===== src/logic/exec_pkg.sv =====
package exec_pkg;

	// ****************************************
	// Flag positions in the core flag register
	// ****************************************
	localparam int FLAG_C = 0;
	localparam int FLAG_Z = 1;
	localparam int FLAG_N = 2;
	localparam int FLAG_V = 3;
	localparam int FLAG_S = 4;
	localparam int FLAG_H = 5;

	// ****************************************
	// Widths, steps and cycle counts
	// ****************************************
	localparam int DATA_W = 8;
	localparam int PC_W = 16;
	localparam int OFFS_W = 7;
	localparam logic [15:0] PC_STEP_NEXT = 16'h0001;
	localparam logic [15:0] PC_STEP_SKIP_ONE = 16'h0002;
	localparam logic [15:0] PC_STEP_SKIP_TWO = 16'h0003;
	localparam logic [15:0] PC_RESET = 16'h0000;
	localparam logic [7:0] FLAGS_RESET = 8'h00;
	localparam logic [1:0] CYC_PLAIN = 2'h1;
	localparam logic [1:0] CYC_SKIP_ONE = 2'h2;
	localparam logic [1:0] CYC_SKIP_TWO = 2'h3;
	localparam logic [1:0] CYC_BRANCH_TAKEN = 2'h2;
	localparam logic [1:0] CNT_RESET = 2'h0;

	typedef enum logic [3:0] {
		OP_CMP_CARRY,
		OP_CMP_IMM,
		OP_SKIP_REG_BIT_CLEAR,
		OP_SKIP_REG_BIT_SET,
		OP_SKIP_IO_BIT_CLEAR,
		OP_SKIP_IO_BIT_SET,
		OP_BRANCH_FLAG_SET,
		OP_BRANCH_FLAG_CLEAR,
		OP_BRANCH_EQUAL
	} op_t;

	typedef enum logic {
		PH_IDLE,
		PH_BUSY
	} phase_t;

	typedef struct packed {
		op_t op;
		logic [7:0] first_val;
		logic [7:0] second_val;
		logic [7:0] imm;
		logic [7:0] io_val;
		logic [2:0] bit_sel;
		logic [6:0] offset;
		logic next_two_words;
		logic [15:0] pc;
		logic [7:0] flags;
	} exec_req_t;

	typedef struct packed {
		logic [7:0] flags;
		logic [15:0] pc;
	} exec_res_t;

	typedef struct packed {
		logic z;
		logic n;
		logic v;
		logic c;
		logic h;
	} sub_flags_t;

	typedef struct packed {
		phase_t phase;
		logic [1:0] cnt;
		logic done;
		logic flags_we;
		exec_res_t res;
	} exec_state_t;

endpackage


===== src/logic/bit_pick.sv =====
`timescale 1ns/1ps
module bit_pick (
	input wire logic [7:0] value,
	input wire logic [2:0] sel,
	output logic bit_out
);
	always_comb begin
		bit_out = value[sel];
	end
endmodule


===== src/logic/sub8_flags.sv =====
`timescale 1ns/1ps
module sub8_flags (
	input wire logic [7:0] a,
	input wire logic [7:0] b,
	input wire logic borrow_in,
	output exec_pkg::sub_flags_t flags
);
	import exec_pkg::*;

	logic [8:0] full;
	logic [4:0] low;

	// Difference only feeds the flags; it is never stored
	always_comb begin
		full = {1'b0, a} - {1'b0, b} - {8'h00, borrow_in};
		low = {1'b0, a[3:0]} - {1'b0, b[3:0]} - {4'h0, borrow_in};
		flags.z = (full[7:0] == 8'h00);
		flags.n = full[7];
		flags.v = (a[7] & ~b[7] & ~full[7]) | (~a[7] & b[7] & full[7]);
		flags.c = full[8];
		flags.h = low[4];
	end
endmodule


===== src/logic/compare_skip_branch_exec.sv =====
`timescale 1ns/1ps
module compare_skip_branch_exec (
	input wire logic clk,
	input wire logic rst_n,
	input wire logic req_valid,
	input exec_pkg::exec_req_t req,
	output logic req_ready,
	output logic done,
	output logic flags_we,
	output logic pc_load,
	output exec_pkg::exec_res_t res
);
	import exec_pkg::*;

	// ****************************************
	// Operand selection
	// ****************************************
	exec_state_t st_q;
	exec_state_t st_d;
	sub_flags_t cmp_flags;
	logic [7:0] cmp_b;
	logic cmp_borrow;
	logic reg_bit;
	logic io_bit;
	logic core_bit;
	logic take;
	logic cond;
	logic is_cmp;
	logic is_skip;
	logic [15:0] offs_ext;
	logic [15:0] pc_taken;
	logic [7:0] new_flags;

	assign take = req_valid && req_ready;

	always_comb begin
		cmp_b = req.second_val;
		cmp_borrow = req.flags[FLAG_C];
		if (req.op == OP_CMP_IMM) begin
			cmp_b = req.imm;
			cmp_borrow = 1'b0;
		end
	end

	sub8_flags u_sub (
		.a(req.first_val),
		.b(cmp_b),
		.borrow_in(cmp_borrow),
		.flags(cmp_flags)
	);

	bit_pick u_reg_bit (
		.value(req.first_val),
		.sel(req.bit_sel),
		.bit_out(reg_bit)
	);

	bit_pick u_io_bit (
		.value(req.io_val),
		.sel(req.bit_sel),
		.bit_out(io_bit)
	);

	bit_pick u_core_bit (
		.value(req.flags),
		.sel(req.bit_sel),
		.bit_out(core_bit)
	);

	// ****************************************
	// Condition and targets
	// ****************************************
	// Signed word offset
	assign offs_ext = {{(PC_W - OFFS_W){req.offset[OFFS_W - 1]}}, req.offset};
	assign pc_taken = req.pc + offs_ext + PC_STEP_NEXT;

	always_comb begin
		is_cmp = 1'b0;
		is_skip = 1'b0;
		cond = 1'b0;
		unique case (req.op)
			OP_CMP_CARRY, OP_CMP_IMM: begin
				is_cmp = 1'b1;
			end
			OP_SKIP_REG_BIT_CLEAR: begin
				is_skip = 1'b1;
				cond = ~reg_bit;
			end
			OP_SKIP_REG_BIT_SET: begin
				is_skip = 1'b1;
				cond = reg_bit;
			end
			OP_SKIP_IO_BIT_CLEAR: begin
				is_skip = 1'b1;
				cond = ~io_bit;
			end
			OP_SKIP_IO_BIT_SET: begin
				is_skip = 1'b1;
				cond = io_bit;
			end
			OP_BRANCH_FLAG_SET: begin
				cond = core_bit;
			end
			OP_BRANCH_FLAG_CLEAR: begin
				cond = ~core_bit;
			end
			OP_BRANCH_EQUAL: begin
				cond = req.flags[FLAG_Z];
			end
			default: begin
				cond = 1'b0;
			end
		endcase
	end

	always_comb begin
		new_flags = req.flags;
		new_flags[FLAG_Z] = cmp_flags.z;
		new_flags[FLAG_N] = cmp_flags.n;
		new_flags[FLAG_V] = cmp_flags.v;
		new_flags[FLAG_C] = cmp_flags.c;
		new_flags[FLAG_H] = cmp_flags.h;
	end

	// ****************************************
	// Sequencing
	// ****************************************
	always_comb begin
		logic [1:0] cycles;
		cycles = CYC_PLAIN;
		st_d = st_q;
		st_d.done = 1'b0;
		st_d.flags_we = 1'b0;
		unique case (st_q.phase)
			PH_IDLE: begin
				if (take) begin
					st_d.res.flags = req.flags;
					st_d.res.pc = req.pc + PC_STEP_NEXT;
					if (is_cmp) begin
						st_d.res.flags = new_flags;
					end else if (is_skip && cond) begin
						if (req.next_two_words) begin
							st_d.res.pc = req.pc + PC_STEP_SKIP_TWO;
							cycles = CYC_SKIP_TWO;
						end else begin
							st_d.res.pc = req.pc + PC_STEP_SKIP_ONE;
							cycles = CYC_SKIP_ONE;
						end
					end else if (!is_skip && cond) begin
						st_d.res.pc = pc_taken;
						cycles = CYC_BRANCH_TAKEN;
					end
					st_d.cnt = cycles - CYC_PLAIN;
					if (cycles == CYC_PLAIN) begin
						st_d.done = 1'b1;
						st_d.flags_we = is_cmp;
					end else begin
						st_d.phase = PH_BUSY;
					end
				end
			end
			PH_BUSY: begin
				st_d.cnt = st_q.cnt - 2'h1;
				if (st_q.cnt == 2'h1) begin
					st_d.done = 1'b1;
					st_d.phase = PH_IDLE;
				end
			end
		endcase
	end

	// Results held until the next instruction is accepted
	always_ff @(posedge clk or negedge rst_n) begin
		if (!rst_n) begin
			st_q.phase <= PH_IDLE;
			st_q.cnt <= CNT_RESET;
			st_q.done <= 1'b0;
			st_q.flags_we <= 1'b0;
			st_q.res.flags <= FLAGS_RESET;
			st_q.res.pc <= PC_RESET;
		end else begin
			st_q <= st_d;
		end
	end

	assign req_ready = (st_q.phase == PH_IDLE);
	assign done = st_q.done;
	assign pc_load = st_q.done;
	assign flags_we = st_q.flags_we;
	assign res = st_q.res;

	// ****************************************
	// Checks
	// ****************************************
	a_cmp_carry_one:
	assert property (@(posedge clk) disable iff (!rst_n)
		take && req.op == OP_CMP_CARRY |=> done && flags_we
			&& res.flags[FLAG_S] == $past(req.flags[FLAG_S]))
	else $error("compare with carry not one cycle");

	a_cmp_imm_zero:
	assert property (@(posedge clk) disable iff (!rst_n)
		take && req.op == OP_CMP_IMM && req.first_val == req.imm
			|=> flags_we && res.flags[FLAG_Z] && !res.flags[FLAG_C])
	else $error("compare immediate equal did not set zero");

	a_skip_reg_clear:
	assert property (@(posedge clk) disable iff (!rst_n)
		take && req.op == OP_SKIP_REG_BIT_CLEAR && !reg_bit && !req.next_two_words
			|=> !done ##1 (done && res.pc == $past(req.pc, 2) + PC_STEP_SKIP_ONE))
	else $error("register bit clear skip wrong");

	a_skip_reg_set:
	assert property (@(posedge clk) disable iff (!rst_n)
		take && req.op == OP_SKIP_REG_BIT_SET && reg_bit && req.next_two_words
			|=> (!done && !flags_we)[*2] ##1 (done && !flags_we
			&& res.pc == $past(req.pc, 3) + PC_STEP_SKIP_TWO))
	else $error("register bit set skip wrong");

	a_skip_io_clear:
	assert property (@(posedge clk) disable iff (!rst_n)
		take && req.op == OP_SKIP_IO_BIT_CLEAR && io_bit
			|=> done && !flags_we && res.pc == $past(req.pc) + PC_STEP_NEXT)
	else $error("I/O bit clear wrongly skipped");

	a_skip_io_set:
	assert property (@(posedge clk) disable iff (!rst_n)
		take && req.op == OP_SKIP_IO_BIT_SET && io_bit && !req.next_two_words
			|-> ##2 (done && !flags_we && res.pc == $past(req.pc, 2) + PC_STEP_SKIP_ONE))
	else $error("I/O bit set skip wrong");

	a_skip_busy_len:
	assert property (@(posedge clk) disable iff (!rst_n)
		take && is_skip && cond |=> !req_ready ##1 (done || !req_ready))
	else $error("skip released early");

	a_branch_set_pc:
	assert property (@(posedge clk) disable iff (!rst_n)
		take && req.op == OP_BRANCH_FLAG_SET && core_bit
			|-> ##2 (done && res.pc == $past(req.pc, 2)
			+ {{9{$past(req.offset[6], 2)}}, $past(req.offset, 2)} + PC_STEP_NEXT))
	else $error("branch on flag set wrong target");

	a_branch_clr_seq:
	assert property (@(posedge clk) disable iff (!rst_n)
		take && req.op == OP_BRANCH_FLAG_CLEAR && core_bit
			|=> done && !flags_we && res.pc == $past(req.pc) + PC_STEP_NEXT)
	else $error("branch on flag clear not sequential");

	a_branch_eq_take:
	assert property (@(posedge clk) disable iff (!rst_n)
		take && req.op == OP_BRANCH_EQUAL && req.flags[FLAG_Z]
			|=> !done ##1 (done && res.pc == $past(req.pc, 2)
			+ {{9{$past(req.offset[6], 2)}}, $past(req.offset, 2)} + PC_STEP_NEXT))
	else $error("branch equal wrong target");

	a_branch_cost:
	assert property (@(posedge clk) disable iff (!rst_n)
		take && !is_cmp && !is_skip && cond |=> !done && !req_ready ##1 done)
	else $error("taken branch cost wrong");

	a_ready_done:
	assert property (@(posedge clk) disable iff (!rst_n)
		done |-> req_ready && $past(st_q.phase == PH_BUSY || take))
	else $error("done without instruction");

	a_cmp_carry_borrow:
	assert property (@(posedge clk) disable iff (!rst_n)
		take && req.op == OP_CMP_CARRY
			|=> res.flags[FLAG_C] == $past(int'(req.first_val)
			< int'(req.second_val) + int'(req.flags[FLAG_C])))
	else $error("compare with carry borrow wrong");

	a_cmp_imm_flags:
	assert property (@(posedge clk) disable iff (!rst_n)
		take && req.op == OP_CMP_IMM
			|=> done && flags_we && res.flags[FLAG_C] == $past(req.first_val < req.imm)
			&& res.flags[FLAG_N] == $past(8'(req.first_val - req.imm) >= 8'h80))
	else $error("compare immediate flags wrong");

	a_branch_not_taken:
	assert property (@(posedge clk) disable iff (!rst_n)
		take && !is_cmp && !is_skip && !cond
			|=> done && !flags_we && res.pc == $past(req.pc) + PC_STEP_NEXT)
	else $error("branch not taken wrong");

endmodule


===== config.mk =====
export PLATFORM = sky130hd
export DESIGN_NAME = compare_skip_branch_exec
export DESIGN_NICKNAME = d
export VERILOG_FILES = /design/src/logic/exec_pkg.sv /design/src/logic/bit_pick.sv /design/src/logic/sub8_flags.sv /design/src/logic/compare_skip_branch_exec.sv
export SDC_FILE = /design/constraint.sdc
export NUM_CORES = 1
export LEC_CHECK = 0
export ABC_AREA = 1
export BUFFER_PORTS_ARGS = -buffer_cell sky130_fd_sc_hd__buf_2
export CORE_MARGIN = 4
export CORE_UTILIZATION = 55
export DETAILED_ROUTE_END_ITERATION = 7
export PLACE_DENSITY = 0.81
export SLEW_MARGIN = 20
export SYNTH_ARGS = -nofsm -noshare
export SYNTH_HDL_FRONTEND = slang
export SYNTH_SLANG_ARGS = --single-unit

===== constraint.sdc =====
create_clock -name clk -period 2.2 [get_ports clk]
set_clock_uncertainty 0.15 [all_clocks]
set_input_delay 0.22 -clock clk [delete_from_list [all_inputs] [get_ports clk]]
set_output_delay 0.22 -clock clk [all_outputs]
set_load 0.005 [all_outputs]

Word-level counts from Yosys, hierarchy flattened. Cells that the tools add are included.

Register bits after elaboration: 29. Bits of input ports: 74. Output and inout port bits: 28. Logic and storage cells: 79.

$add $sub $neg: 11. Magnitude comparators: 1. Equal/unequal tests: 11. Mux-type cells: 29. Bitwise gates (word level): 12. Reduce and logical (&&, ||, !) cells: 9.

Operators with widths (count): $mux W16 (4); $add A16 B1 Y16 const B (2); $add A16 B2 Y16 const B (2); $mux W29 (1); $mux W25 (1); $add A16 B16 Y16 (1); $eq A4 B3 Y1 const B (4); $mux W2 (6); $mux W1 (10); $bmux W1 S3 (3); $sub A8 B8 Y9 (1); $sub A9 B1 Y9 (1); $eq A4 B2 Y1 const B (2); $logic_not A8 Y1 (1); $mux W8 (1); $pmux W4 S2 (1); $not A1 Y1 (7); $pmux W1 S7 (1); $mux W6 (1); $sub A4 B4 Y5 (1); $sub A5 B1 Y5 (1); $and A1 B1 Y1 (4); $eq A2 B1 Y1 const B (2); $eq A4 B1 Y1 const B (1); other kinds (11) (14).

Depth between registers and ports, before layout.
Word-level depth: 14. Gate-level depth with buffers: 21. Depth with buffers taken out: 21.

Modules after synthesis. A second synthesis with hierarchy kept.

Cells, all modules: 800. Area total of the unflattened synthesis: 4559.4 µm².

By module, submodules not included: compare_skip_branch_exec (instances 1, cells an instance 598, area an instance 3563.4 µm², sequential area each 725.7 µm²); sub8_flags (instances 1, cells an instance 118, area an instance 665.6 µm², sequential area each 0.0 µm²); bit_pick (instances 3, cells an instance 28, area an instance 110.1 µm², sequential area each 0.0 µm²).

Worst setup path before layout. No wires, ideal clock.

Path type: input -> register. From: input port req[69] (netlist name). To: register res[19] (netlist name). Library setup time: 0.124 ns. Data arrival time: 2.718 ns. Data required time: 1.926 ns. Path slack: -0.792 ns. Stages: 18. Buffers on the path: 0. Cells stage by stage: nor2_1 nand2_1 nor2_2 clkinv_1 nand2_1 nand2_1 fa_1 inv_1 ha_1 a21oi_1 inv_1 nand2_1 nand2_1 or2_2 nand3_1 nand3_1 o211ai_1 nand2_1.

Word-level cells in the longest chain between the ends: 8. Elaborated cells on any way between the ends: 16. Those cells by class: add/sub (2); eq/ne (1); mux (4); bitwise (7); reduce/logical (2).

Ends and longest elaborated chain: start: declaration (RTL line compare_skip_branch_exec.sv:6) `input exec_pkg::exec_req_t req,`; $eq A4 B1 Y1 (RTL line compare_skip_branch_exec.sv:39, compare_skip_branch_exec.sv:81); $mux W8 (RTL line compare_skip_branch_exec.sv:39) `if (req.op == OP_CMP_IMM) begin`; $sub A8 B8 Y9 (RTL line sub8_flags.sv:15) `full = {1'b0, a} - {1'b0, b} - {8'h00, borrow_in};`; $sub A9 B1 Y9 (RTL line sub8_flags.sv:15); $not A1 Y1 (RTL line sub8_flags.sv:19) `flags.v = (a[7] & ~b[7] & ~full[7]) | (~a[7] & b[7] & full[7]);`; $and A1 B1 Y1 (RTL line sub8_flags.sv:19); $or A1 B1 Y1 (RTL line sub8_flags.sv:19); $mux W6 * (RTL line compare_skip_branch_exec.sv:139) `if (is_cmp) begin`.

Mark *: on every way between the ends. The rest lies on a longest branch, timed or not. A chain may end at the register's enable or synchronous reset.

Worst setup path in the final report.
From: input port req[69] (netlist name). To: register res[17] (netlist name).

Word-level cells in the longest chain between the ends: 6. Elaborated cells on any way between the ends: 10. Those cells by class: add/sub (2); eq/ne (1); mux (4); reduce/logical (3).

Ends and longest elaborated chain: $eq A4 B1 Y1 (RTL line compare_skip_branch_exec.sv:39, compare_skip_branch_exec.sv:81); $mux W8 (RTL line compare_skip_branch_exec.sv:39); $sub A8 B8 Y9 (RTL line sub8_flags.sv:15); $sub A9 B1 Y9 (RTL line sub8_flags.sv:15); $logic_not A8 Y1 (RTL line sub8_flags.sv:17) `flags.z = (full[7:0] == 8'h00);`; $mux W6 * (RTL line compare_skip_branch_exec.sv:139).

Marked as above.

==> results.sh <==
export IMPL_status="finished, violations left"
export IMPL_violations="setup timing"
export IMPL_worstPathRequired_ns=2.26
export IMPL_start_util_pct=56.8
export IMPL_synth_flop_cell="dfrtp_1"
export IMPL_io_pins=102
export IMPL_ant_nets=0
export IMPL_rsz0062_at_grt="true"
export IMPL_syn_avg_cell_area_um2=6.00
export IMPL_grt_pass1_wl_um=20600
export IMPL_grt_usage_pct=25.4
export IMPL_worstSetupStartpointType="input pin"
export IMPL_synth_top_area_share_pct=21.0
export IMPL_die_w_um=97.3
export IMPL_grt_overflow=0
export IMPL_crit_fanout=6
export IMPL_yosysTopAreaCell="nand2_1"
export IMPL_finalPower_mw=3.09
export IMPL_cts_max_path_buffers=2
export IMPL_timing_slew_headroom_pct=58.6
export IMPL_portBuffers=101
export IMPL_drtPass1Iterations=6
export IMPL_syn_instance_count=732
export IMPL_clkTransAtPathRegs_ns=0.06
export IMPL_p_per_area_nw_per_um2=566
export IMPL_arrival_ns=2.58
export IMPL_gp_congestion=0.947
export IMPL_finish_utilization_pct=70.5
export IMPL_die_y_um=97.3
export IMPL_pre_cts_ws_ns=-0.725
export IMPL_p_clk_share_pct=13.3
export IMPL_synth_distinct_cells=35
export IMPL_cts_buffers=5
export IMPL_antenna_cells=0
export IMPL_finalMaxSlewViolations=0
export IMPL_max_freq_mhz=397
export IMPL_ys_seq_elements=29
export IMPL_remaining_drc_errors=0
export IMPL_nets=968
export IMPL_cts_tree="built"
export IMPL_internal_power_mw=1.77
export IMPL_grt_pass1_vias=4674
export IMPL_drt_iter0_drc=273
export IMPL_die_area_um2=9470
export IMPL_whs_ns=0.0676
export IMPL_core_area_um2=7730
export IMPL_worstSetupEndpointType="flip-flop"
export IMPL_post_route_period_util_pct=115
export IMPL_drt_vias_per_instance=5.15
export IMPL_n_fill_cell=700
export IMPL_power_leakage_nw=3.13
export IMPL_max_slew_worst_pin_slew_ns=0.621
export IMPL_htree_levels=2
export IMPL_p_switching_mw=1.32
export IMPL_setup_violations=5
export IMPL_hold_viol=0
export IMPL_grt_max_degree=30
export IMPL_combPwrFrac_pct=56.9
export IMPL_p_seq_share_pct=29.8
export IMPL_period_needed_ns=2.52
export IMPL_dp_hpwl_um=10200
export IMPL_netSwitchingFraction_pct=42.6
export IMPL_ys_seq_area_share_pct=16.5
export IMPL_antenna_found_initial=0
export IMPL_crit_type="in -> reg"
export IMPL_clkLatencyLatePin_ns=0.28
export IMPL_rows=32
export IMPL_synth_most_common_cell="nand2_1"
export IMPL_hold_path_class="in -> reg"
export IMPL_drv_cap=0
export IMPL_vias=4936
export IMPL_clock_sinks=29
export IMPL_synthTopCellsByArea="nand2_1 21%, dfrtp_1 17%, ha_1 10%"
export IMPL_area_growth_pct=24.1
export IMPL_drive_gt1_share_pct=25.1
export IMPL_wire_per_inst_um=13.0
export IMPL_synth_edf_count=0
export IMPL_async_flop_share_pct=100
export IMPL_ys_warnings_count=0
export IMPL_syn_nets=845
export IMPL_fin_ws_ns=-0.321
export IMPL_synth_common_cells="246 x nand2_1, 117 x inv_1, 70 x nand3_1"
export IMPL_ir_drop_mv=0.278
export IMPL_regArea_um2=726
export IMPL_setup_tns_ns=-1.32
export IMPL_cts_root_buf="clkbuf_8"
export IMPL_multi_input_area_um2=3110
export IMPL_netlist_area_um2=4390
export IMPL_routed_wl_um=12400
==> stage by stage <==
step	instance area (um^2)	instances
final	5450	958
after floorplan	4440	732
after detailed placement	5160	944
after global routing	5450	958
after global placement	5160	944
after CTS	5360	957
==> cells by family after synthesis <==
group | count (synthesis) | synth area share [%]
AO/OA/AOI/OAI | 74 | 10.3
XOR/XNOR | 37 | 7.38
adder cells (fa/ha/maj) | 39 | 11.6
buffers and inverters | 160 | 16.4
flip-flops | 29 | 16.5
AND/OR/NAND/NOR | 393 | 37.7
==> worst paths after layout <==
path                                from       end  slack (ns)  cells after the start
worst max-delay path             req[69]   res[17]       -0.32                     17
worst min-delay path              req[4]   res[20]        0.07                      3
worst max register to register  st_q[28]    res[0]        0.56                      6
worst min register to register   res[15]   res[15]        0.32                      2
max in group asynchronous          rst_n  flags_we        1.16                      2
min in group asynchronous          rst_n    res[6]        0.34                      2
==> registers in the layout, summed over array words and instances, names as in the netlist <==
signal and count:
res 24, st_q 3, done 1, flags_we 1
==> power groups by stage <==
stage | Clock [mW] | Combinational (mW) | Sequential (mW)
after global routing | 0.450 | 1.97 | 0.947
after CTS | 0.420 | 1.70 | 0.920
final | 0.410 | 1.76 | 0.920
after detailed placement | 0 | 1.65 | 0.928
after global placement | 0 | 1.59 | 0.915
after floorplan | 0 | 1.28 | 0.892
==> cell type report <==
class / count / area share, %
clock buffers: 6 / 1.33
clock inverters: 2 / 0.184
inverters: 123 / 8.66
multi-input cells: 543 / 57.1
flip-flops and latches: 29 / 13.3
well taps: 102 / 2.34
repair buffers: 153 / 17.1
==> placed cells by master (no fill, tap or decap), types with 9 or more instances in the layout <==
cell and count:
inv_1 110, o21ai_0 22, ha_1 32, nand3_1 68
nand2_1 237, dfrtp_1 29, buf_2 99, nor2_1 41
buf_4 47, xor2_1 27, a21oi_1 22, o21bai_2 9
nand4_1 11
==> critical path, cell delays in order <==
cell	delay, ns
buf_8	0.10
nor2_4	0.11
nand2_2	0.08
nor2_4	0.15
clkinv_4	0.09
nand2_4	0.06
nand2_2	0.05
fa_2	0.41
buf_6	0.14
inv_4	0.04
ha_4	0.19
a21oi_4	0.16
buf_4	0.14
o2111ai_1	0.13
nor3_2	0.24
nand3_1	0.12
a21oi_1	0.14
==> per-layer routing <==
layer	GRT usage, %	wire length (um)	vias to the layer above
met5	0	0	-
met1	33.0	5530	2219
li1	-	-	2527
met2	44.4	5900	169
met3	4.38	809	21
met4	4.69	168	0
==> repair_timing <==
item                       CTS  global route
setup endpoints to repair    5             7
hold endpoints to repair    29             0
resized for setup           17            24
hold buffers                 1             0
buffers inserted             4             1
pin swaps                   16            16
cloned                       0             0
Note: power is estimated with default switching activity, not from simulation.
